### config.mk
export PLATFORM = sky130hd
export DESIGN_NAME = sws_stream_out
export DESIGN_NICKNAME = d
export VERILOG_FILES = /design/src/sws_pkg.sv /design/src/sws_fifo_if.sv /design/src/sws_fifo.sv /design/src/sws_stream_out.sv
export VERILOG_INCLUDE_DIRS = /design/src
export SDC_FILE = /design/constraint.sdc
export NUM_CORES = 2
export LEC_CHECK = 0
export BUFFER_PORTS_ARGS = -buffer_cell sky130_fd_sc_hd__buf_2
export CAP_MARGIN = 20
export CORE_MARGIN = 3
export CORE_UTILIZATION = 30
export DETAILED_ROUTE_END_ITERATION = 16
export HOLD_SLACK_MARGIN = 0.05
export PLACE_DENSITY = 0.48
export SLEW_MARGIN = 40
export SYNTH_ARGS = -nofsm -noshare
export SYNTH_HDL_FRONTEND = slang
export SYNTH_SLANG_ARGS = --single-unit
### constraint.sdc
create_clock -name clk -period 13.34 [get_ports clk]
set_input_delay 0.667 -clock clk [delete_from_list [all_inputs] [get_ports clk]]
set_output_delay 0.667 -clock clk [all_outputs]
set_load 0.1 [all_outputs]
### src/sws_consts.svh
`ifndef SWS_CONSTS_SVH
`define SWS_CONSTS_SVH

`define SWS_LANES          4
`define SWS_SYM_PER_WORD   7
`define SWS_WS_BITS        3
`define SWS_LANE_BITS      21
`define SWS_NUM_BITS       16
`define SWS_FLAG_POS       16
`define SWS_FIFO_DEPTH     16

`define SWS_CLK_MHZ        10
`define SWS_SYM_RATE_MSPS  35
`define SWS_MAX_RATE_MSPS  1400
`define SWS_HALF_CYC       ((`SWS_CLK_MHZ * `SWS_SYM_PER_WORD) / (2 * `SWS_SYM_RATE_MSPS))

`define SWS_LP_MIN_NS      50
`define SWS_LP_MIN_RAW     ((`SWS_LP_MIN_NS * `SWS_CLK_MHZ + 999) / 1000)
`define SWS_LP_MIN_CYC     ((`SWS_LP_MIN_RAW < 1) ? 1 : `SWS_LP_MIN_RAW)
`define SWS_NOISE_PRE_NS   30
`define SWS_NOISE_POST_NS  50

`define SWS_LP_STOP        3'h7
`define SWS_LP_HS_PREP     3'h0

`endif

### src/sws_pkg.sv
package sws_pkg;
    typedef struct packed {
        logic [20:0] ws;
        logic [15:0] num;
        logic        payload;
    } sws_lane_t;

    typedef sws_lane_t [3:0] sws_word_t;

    typedef enum logic [1:0] {
        SWS_LS_BLANK  = 2'b01,
        SWS_LS_STREAM = 2'b10
    } sws_lane_state_t;
endpackage

### src/sws_fifo_if.sv
interface sws_fifo_if #(
    parameter int WIDTH = 8
);
    logic             wr_valid;
    logic             wr_ready;
    logic [WIDTH-1:0] wr_data;
    logic             rd_valid;
    logic             rd_ready;
    logic [WIDTH-1:0] rd_data;

    modport fifo (
        input  wr_valid,
        output wr_ready,
        input  wr_data,
        output rd_valid,
        input  rd_ready,
        output rd_data
    );

    modport user (
        output wr_valid,
        input  wr_ready,
        output wr_data,
        input  rd_valid,
        output rd_ready,
        input  rd_data
    );
endinterface

### src/sws_fifo.sv
module sws_fifo #(
    parameter int WIDTH = 8,
    parameter int DEPTH = 16
) (
    input  wire logic clk,
    input  wire logic srst,
    sws_fifo_if.fifo  port
);
    localparam int AW = $clog2(DEPTH);

    logic [WIDTH-1:0] mem [DEPTH];
    logic [AW-1:0]    wr_ptr;
    logic [AW-1:0]    rd_ptr;
    logic [AW:0]      count;
    logic             do_wr;
    logic             do_rd;

    assign port.wr_ready = (count != (AW+1)'(DEPTH));
    assign port.rd_valid = (count != '0);
    assign port.rd_data  = mem[rd_ptr];
    assign do_wr         = port.wr_valid && port.wr_ready;
    assign do_rd         = port.rd_valid && port.rd_ready;

    always_ff @(posedge clk) begin
        if (do_wr) begin
            mem[wr_ptr] <= port.wr_data;
        end
    end

    always_ff @(posedge clk) begin
        if (srst) begin
            wr_ptr <= '0;
            rd_ptr <= '0;
        end else begin
            if (do_wr) begin
                wr_ptr <= (wr_ptr == AW'(DEPTH - 1)) ? '0 : wr_ptr + 1'b1;
            end
            if (do_rd) begin
                rd_ptr <= (rd_ptr == AW'(DEPTH - 1)) ? '0 : rd_ptr + 1'b1;
            end
        end
    end

    always_ff @(posedge clk) begin
        if (srst) begin
            count <= '0;
        end else if (do_wr && !do_rd) begin
            count <= count + 1'b1;
        end else if (do_rd && !do_wr) begin
            count <= count - 1'b1;
        end
    end
endmodule

### src/sws_stream_out.sv
`include "sws_consts.svh"

module sws_stream_out (
    input  wire logic              clk,
    input  wire logic              srst,
    input  wire logic              mode_data,
    input  wire logic              in_valid,
    output logic                   in_ready,
    input  wire sws_pkg::sws_word_t in_word,
    input  wire logic [3:0]        lp_a_pin,
    input  wire logic [3:0]        lp_b_pin,
    input  wire logic [3:0]        lp_c_pin,
    output logic                   stream_clk,
    output logic [3:0]             lp_a_out,
    output logic [3:0]             lp_b_out,
    output logic [3:0]             lp_c_out,
    output logic [83:0]            lane_bits
);
    localparam int MAX_RATE   = `SWS_MAX_RATE_MSPS;
    // past the guaranteed lane rate the divider is pinned to the cap
    localparam int SYM_RATE   = (`SWS_SYM_RATE_MSPS > MAX_RATE) ? MAX_RATE : `SWS_SYM_RATE_MSPS;
    localparam int HALF_RAW   = (`SWS_CLK_MHZ * `SWS_SYM_PER_WORD) / (2 * SYM_RATE);
    localparam int HALF_CYC   = (HALF_RAW < 1) ? 1 : HALF_RAW;
    localparam int LP_MIN_CYC = `SWS_LP_MIN_CYC;
    localparam int NOISE_PRE  = `SWS_NOISE_PRE_NS;
    localparam int NOISE_POST = `SWS_NOISE_POST_NS;

    // noise windows are neither detected nor masked: the receiver drops them
    // the two spans are kept for reference only, nothing here measures them

    // sixteen words absorb decoder bursts while the port drains one per period
    sws_fifo_if #(.WIDTH($bits(sws_pkg::sws_word_t))) fq ();

    sws_fifo #(
        .WIDTH ($bits(sws_pkg::sws_word_t)),
        .DEPTH (`SWS_FIFO_DEPTH)
    ) u_fifo (
        .clk  (clk),
        .srst (srst),
        .port (fq.fifo)
    );

    // back-pressure reaches the upstream decoder through in_ready
    assign fq.wr_valid = in_valid;
    assign fq.wr_data  = in_word;
    assign in_ready    = fq.wr_ready;

    // the buffer carries a flat vector; view it per lane again
    sws_pkg::sws_word_t rd_word;

    assign rd_word = fq.rd_data;

    // stream clock divider; a half period of one runs it at half the core clock
    logic [7:0] div_cnt;
    logic       fall_tick;

    assign fall_tick = (div_cnt == 8'(HALF_CYC - 1)) && stream_clk;

    always_ff @(posedge clk) begin
        if (srst) begin
            div_cnt <= 8'h00;
        end else if (div_cnt == 8'(HALF_CYC - 1)) begin
            div_cnt <= 8'h00;
        end else begin
            div_cnt <= div_cnt + 8'h01;
        end
    end

    // one stream clock per seven symbols; rate capped for I/O bandwidth
    always_ff @(posedge clk) begin
        if (srst) begin
            stream_clk <= 1'b0;
        end else if (div_cnt == 8'(HALF_CYC - 1)) begin
            stream_clk <= ~stream_clk;
        end
    end

    // words drain on the falling edge so they stand still at the rising one
    assign fq.rd_ready = fall_tick;

    // low-power level capture, three stages per pin
    logic [3:0][2:0] lp_s1;
    logic [3:0][2:0] lp_s2;
    logic [3:0][2:0] lp_s3;
    logic [3:0][2:0] lp_lvl;
    logic [3:0]      lane_blank;

    function automatic logic sws_lp_is(
        input logic [2:0] code,
        input logic [2:0] want
    );
        sws_lp_is = (code == want);
    endfunction

    // data mode pads the top four bits of each lane with zeros
    function automatic logic [20:0] sws_lane_pick(
        input sws_pkg::sws_lane_t lane,
        input logic               data_mode
    );
        if (data_mode) begin
            sws_lane_pick = {4'h0, lane.payload, lane.num};
        end else begin
            sws_lane_pick = lane.ws;
        end
    endfunction

    genvar g;
    generate
        for (g = 0; g < 4; g++) begin : g_lane
            logic [3:0]               stab_cnt;
            logic [20:0]              next_lane;
            logic [2:0]               lp_qual;
            sws_pkg::sws_lane_state_t lstate;

            always_ff @(posedge clk) begin
                if (srst) begin
                    lp_s1[g] <= 3'h7;
                    lp_s2[g] <= 3'h7;
                    lp_s3[g] <= 3'h7;
                end else begin
                    lp_s1[g] <= {lp_a_pin[g], lp_b_pin[g], lp_c_pin[g]};
                    lp_s2[g] <= lp_s1[g];
                    lp_s3[g] <= lp_s2[g];
                end
            end

            // a pin change counts only once stages two and three agree
            always_ff @(posedge clk) begin
                if (srst) begin
                    lp_lvl[g] <= 3'h7;
                end else if (lp_s2[g] == lp_s3[g]) begin
                    lp_lvl[g] <= lp_s3[g];
                end
            end

            // a state must hold its minimum period before it counts
            // shorter glitches never reach lp_qual, so they cannot blank a lane
            always_ff @(posedge clk) begin
                if (srst) begin
                    stab_cnt <= 4'h0;
                    lp_qual  <= 3'h7;
                end else if (lp_s2[g] != lp_s3[g] || lp_s3[g] != lp_lvl[g]) begin
                    stab_cnt <= 4'h0;
                end else if (stab_cnt < 4'(LP_MIN_CYC)) begin
                    stab_cnt <= stab_cnt + 4'h1;
                end else begin
                    lp_qual <= lp_lvl[g];
                end
            end

            // lanes wake blanked so nothing streams before an entry sequence
            always_ff @(posedge clk) begin
                if (srst) begin
                    lstate <= sws_pkg::SWS_LS_BLANK;
                end else begin
                    case (lstate)
                        sws_pkg::SWS_LS_STREAM: begin
                            if (sws_lp_is(lp_qual, `SWS_LP_STOP)) begin
                                lstate <= sws_pkg::SWS_LS_BLANK;
                            end
                        end
                        sws_pkg::SWS_LS_BLANK: begin
                            if (sws_lp_is(lp_qual, `SWS_LP_HS_PREP)) begin
                                lstate <= sws_pkg::SWS_LS_STREAM;
                            end
                        end
                        // a corrupted one-hot code falls back to blanking
                        default: begin
                            lstate <= sws_pkg::SWS_LS_BLANK;
                        end
                    endcase
                end
            end

            // blanking follows the qualified state, not the raw pin level
            assign lane_blank[g] = (lstate != sws_pkg::SWS_LS_STREAM);

            // all lanes share fall_tick so they never drift apart
            always_ff @(posedge clk) begin
                if (srst) begin
                    lp_a_out[g] <= 1'b1;
                    lp_b_out[g] <= 1'b1;
                    lp_c_out[g] <= 1'b1;
                end else if (fall_tick) begin
                    lp_a_out[g] <= lp_lvl[g][2];
                    lp_b_out[g] <= lp_lvl[g][1];
                    lp_c_out[g] <= lp_lvl[g][0];
                end
            end

            // an empty buffer streams zeros rather than repeating a stale word
            always_comb begin
                next_lane = 21'h000000;
                if (lane_blank[g] || !fq.rd_valid) begin
                    next_lane = 21'h000000;
                end else begin
                    next_lane = sws_lane_pick(rd_word[g], mode_data);
                end
            end

            always_ff @(posedge clk) begin
                if (srst) begin
                    lane_bits[g*21 +: 21] <= 21'h000000;
                end else if (fall_tick) begin
                    lane_bits[g*21 +: 21] <= next_lane;
                end
            end
        end
    endgenerate
endmodule

==> After elaboration in Yosys (flattened, before gate mapping) <==
Memory sizes are Yosys's and may differ from the RTL's. A register that Yosys moved wholly into a read port is not among the register bits.
Cells that the tools add are included.
{ "op_classes": {"add_sub_neg": 9, "n_eq_ne": 39, "bitwise": 9, "reduce_logical": 36, "magnitude_cmp": 4, "muxes": 28} }
{ "op_table": {"columns": ["operator", "count"], "rows": [
  ["$mux 21", 8],
  ["$add 4x1->4 const B", 6],
  ["$ne 2x2->1 const B", 12],
  ["$ne 3x3->1", 8],
  ["$lt 4x1->1 const B", 4],
  ["$mux 2", 8],
  ["$mux 4", 4],
  ["$pmux 2 s2", 4],
  ["$reduce_and 2->1", 8],
  ["$eq 3x3->1", 4],
  ["$eq 3x3->1 const B", 4],
  ["$logic_not 3->1", 4],
  ["$mux 5", 2],
  ["$reduce_or 2->1", 5],
  ["$not 1->1", 9],
  ["$add 8x1->8 const B", 1],
  ["$eq 2x1->1 const B", 4],
  ["$eq 2x2->1 const B", 4],
  ["$eq 4x4->1 const B", 2],
  ["$logic_not 8->1", 1],
  ["$logic_or 1x1->1", 8],
  ["$add 5x1->5 const B", 1],
  ["$logic_and 1x1->1", 5],
  ["$ne 5x5->1 const B", 1],
  ["other kinds (5)", 8]
]} }
{ "word_totals": {"mem_count": 1, "elab_cells": 175, "regBits": 202, "ram_bits": 2432, "inputBits": 168, "output_inout_bits": 98} }
{ "mem_list": {"columns": ["memory", "words", "word_bits", "read_ports", "rd_clocked_by_memory_dff", "wr", "line", "text"], "rows": [
  ["u_fifo.mem", 16, 152, 1, 1, 1, "sws_fifo.sv:11", "logic [WIDTH-1:0] mem [DEPTH];"]
]} }

==> Logic depth before layout (Yosys ltp) <==
{ "logic_depth": {"word_depth": 6, "depth_mapped": 13, "ltp_nobuf": 13} }

==> By module <==
From an unflattened synthesis, not the netlist that was laid out.
{ "unflattened": {"cells_unflattened": 4520, "hier_area_um2": 98846.1} }
{ "by_module_without_submodules": {"columns": ["mod", "area_each_um2", "n_inst", "cells_per_inst", "seq_area_each_um2"], "rows": [
  ["sws_fifo", 91490.2, 1, 3823, 73370.4],
  ["sws_stream_out", 7355.8, 1, 697, 3783.6]
]} }

==> Least setup slack after synthesis <==
Ideal clock, no wire load.
{ "synth_path": {"path_kind": "input to register", "start": "input in_valid", "end": "memory u_fifo.mem[3][0] (netlist name) (enable)", "n_path_buf": 0, "path_slack_ps": 870, "stages": 3, "setup_time_ps": 849, "t_arrival_ps": 11621, "required_time_ps": 12491, "path_cell_list": "a21boi_1 > nand2_1 > nor3_1"} }
{ "synth_between": {"elab_chain_len": 3} }
{ "synth_lines": {"columns": ["item", "line", "text"], "rows": [
  ["from (decl)", "sws_stream_out.sv:7", "input wire logic in_valid,"],
  ["$logic_and 1x1->1", "sws_fifo.sv:21", "assign do_wr = port.wr_valid && port.wr_ready;"],
  ["$mux 1", "sws_fifo.sv:25", "if (do_wr) begin"],
  ["$mux 1 (not written as such)", "sws_fifo.sv:26", "mem[wr_ptr] <= port.wr_data;"],
  ["to (decl)", "sws_fifo.sv:11", null]
]} }
No other way between the ends.

==> metrics.log <==
INFO  metric dpl_worst_slack = 8700 ps
INFO  metric setup_total_negative_slack = 0 ps
INFO  metric worst_setup_hold_path_clk_slew = 60 ps
INFO  metric cts_root_buf = clkbuf_16
INFO  metric asyncSetResetFlopFracSynth = 0%
INFO  metric timing_worst_slew_pin_value = 927 ps
INFO  metric die_h = 583 um
INFO  metric fin_nets = 5193
INFO  metric syn-mean-instance-area = 22.0 um2
INFO  metric first_pass_grt_wire_length = 396000 um
INFO  metric initial_antenna_violation_count = 119
INFO  metric rows = 211
INFO  metric post_synth_top_area_cell = edfxtp_1
INFO  metric grt_max_degree = 97
INFO  metric design.portCount = 266
INFO  metric yosysMostFrequentCell = edfxtp_1
INFO  metric cp-end-kind = flip-flop
INFO  metric ys_warn_count = 0
INFO  metric ff2ff_setup_slack = 8770 ps
INFO  metric cell_count_after_synthesis = 4542
INFO  metric clock-sinks = 2638
INFO  metric timing_hold_violations_final = 0
INFO  metric synth.net_count = 4730
INFO  metric yosysSeqAreaShare = 77.3%
INFO  metric netlist.area_leader.share = 73.2%
INFO  metric dpl-instance-area = 107000 um2
INFO  metric synth.lib_cells_used.distinct = 58
INFO  metric cellLeakagePower = 35.7 nW
INFO  metric arrival = 5270 ps
INFO  metric worst-setup-path-type = reg2reg
INFO  metric finish.instance_area = 117000 um2
INFO  metric synthTopCellsByArea = edfxtp_1 73%, mux4_2 14%, dfxtp_1 4.1%, mux2i_1 1.4%, mux2_2 0.70%
INFO  metric die-width = 583 um
INFO  metric remaining_drc_errors = 0
INFO  metric netlist_area = 99800 um2
INFO  metric max_freq = 219 MHz
INFO  metric min-delay-path-class = in2reg
INFO  metric final.setup.worst_slack = 8770 ps
INFO  metric vdd_drop_max = 94.2 uV
INFO  metric worstPathMaxFanout = 58
INFO  metric post_drt_via_cell_ratio = 5.01
INFO  metric cts-htree-levels = 5
INFO  metric cp-endpoint = lane_bits[71]$_SDFFE_PP0N_
INFO  metric timing.max_cap.violations = 0
INFO  metric starting_density_of_the_core = 30.2%
INFO  metric final_layout_size_suffix_gt1_share = 30.1%
INFO  metric finalCritPeriodShare = 34.3%
INFO  metric core_area = 331000 um2
INFO  metric power_density = 164 nW/um2
INFO  metric layout-area-overhead-vs-synth = 17.0%
INFO  metric grt_usage = 16.4%
INFO  metric rsz_0062_raised_after_global_routing = false
INFO  metric worst-endpoint-required = 14040 ps
INFO  metric cts_buffers = 290
INFO  metric drt_wl_total = 283000 um
INFO  metric number_of_global_route_vias_before_repair = 49600
INFO  metric worst_hold_slack = 190 ps
INFO  metric gp_congestion = 0.713
INFO  metric place.port_buffers = 265
INFO  metric count_of_flip_flops_with_a_built_in_enable_after_synthesis = 2432
INFO  metric final_clock_skew = 56.2 ps
INFO  metric timing.slew.headroom = 38.2%
INFO  metric dp.final_hpwl = 157000 um
INFO  metric crit-reg2reg-capture = lane_bits[71]$_SDFFE_PP0N_
INFO  metric grt_remaining_overflow = 0
INFO  metric setup_viols_final = 0
INFO  metric first_iter_violations = 4157
INFO  metric timing.final.crit_period = 4570 ps
INFO  metric ys_seq_elements = 2638
INFO  metric worst_r2r_path_depth = 10
INFO  metric dominantRegCellSynth = edfxtp_1
INFO  metric synth.top_cells.by_count = 2432 x edfxtp_1, 631 x mux4_2, 206 x dfxtp_1
INFO  metric critical_path.startpoint_type = flip-flop
INFO  metric detailedRoute.firstPassIterationCount = 7
INFO  metric cts_buffer_depth = 4
INFO  metric drv_slew = 0
INFO  metric worst_skew_pair.late_latency = 860 ps
INFO  metric route.antenna.remaining_nets = 0
INFO  metric run_status = finished clean
INFO  metric num_vias = 48200
INFO  metric routedWlPerCell = 29.4 um
INFO  metric tritoncts = done
INFO  metric die_area = 339000 um2
## worst max-delay path, stage by stage (launching register included)
cell	delay (ps)
dfxtp_4	620
buf_12	280
buf_4	580
buf_4	680
buf_12	390
buf_16	400
mux4_2	560
a22oi_1	190
o21ai_0	230
a22oi_1	250
nand2_1	70
## cell usage in the layout, fill, tap and decap left out, types with 23 or more instances in the layout
master	instances
o21ai_0	44
a21oi_1	83
mux2_2	62
mux2i_1	140
clkinv_2	36
a22oi_1	87
clkbuf_16	297
buf_6	27
nor2b_1	28
or2_2	38
clkbuf_1	78
edfxtp_1	2432
nand2_1	103
clkbuf_8	24
o21ai_1	23
diode_2	36
dfxtp_1	202
nor2_1	88
inv_1	23
clkinv_1	40
buf_2	264
o211ai_1	32
buf_4	61
mux4_2	631
## power by group
part           internal, W  total, W  switching, W
Clock              0.00459   0.00782       0.00323
Combinational     0.000916   0.00201       0.00110
Sequential         0.00923   0.00930     0.0000744
Total               0.0147    0.0191       0.00440
## timing repair
action	CTS	global route
hold buffers	12	0
endpoints found under the hold margin	12	0
resized for setup	0	0
setup buffers	0	0
## kinds of logic after synthesis
kind of cell / after synthesis / share of synthesized area [%]
flip-flops: 2638 / 77.3
AND/OR/NAND/NOR: 384 / 1.97
adder cells (fa/ha/maj): 20 / 0.258
multiplexers: 834 / 16.4
buffers and inverters: 257 / 1.29
AO/OA/AOI/OAI: 368 / 2.42
XOR/XNOR: 41 / 0.360
## layout make-up
class	count	area (um2)
Fill cell	30600	214000
Clock inverter	117	1140
Clock buffer	400	8060
Multi-Input combinational cell	1647	21500
Tap cell	4366	5460
Sequential cell	2638	77200
Timing Repair Buffer	405	3130
Inverter	23	86.3
Antenna cell	36	90.1
## metal layers
metal | vias up | track usage [%] | routed length [um]
li1 | 20000 | - | -
met1 | 26300 | 22.6 | 122000
met2 | 1504 | 26.6 | 136000
met3 | 463 | 3.29 | 18000
met4 | 26 | 3.99 | 6740
met5 | - | 0 | 166
## worst min-delay path by stage
| stage | from | endpoint | slack [ps] | cells after the start |
|---|---|---|---|---|
| final | in_word[97] | u_fifo.mem[6][97]$_DFFE_PP_ | 190 | 1 |
| after global routing | in_word[97] | u_fifo.mem[6][97]$_DFFE_PP_ | 150 | 1 |
| after CTS | in_word[97] | u_fifo.mem[1][97]$_DFFE_PP_ | 110 | 1 |
| after detailed placement | lp_s1[3]$_SDFF_PP1_ | lp_s2[3]$_SDFF_PP1_ | 390 | 1 |
| after global placement | lp_s1[3]$_SDFF_PP1_ | lp_s2[3]$_SDFF_PP1_ | 400 | 1 |
| after floorplan | lp_s1[0]$_SDFF_PP1_ | lp_s2[0]$_SDFF_PP1_ | 390 | 1 |
## sequential cells by signal (all words and copies together) (netlist names), 12 cells and up, named ones only
signal	cells
u_fifo.mem	2432
lp_s3	12
lp_s1	12
lane_bits	84
lp_s2	12
g_lane.lp_qual	12
lp_lvl	12
g_lane.stab_cnt	16
## stage by stage
step	std cells	util, %	power [W]
after floorplan	4542	-	0.0109
after global placement	9039	32.2	0.0115
after detailed placement	9065	32.4	0.0115
after CTS	9594	35.2	0.0194
after global routing	9601	35.2	0.0198
final	9632	35.3	0.0191
Note: power is estimated with default switching activity, not from simulation.
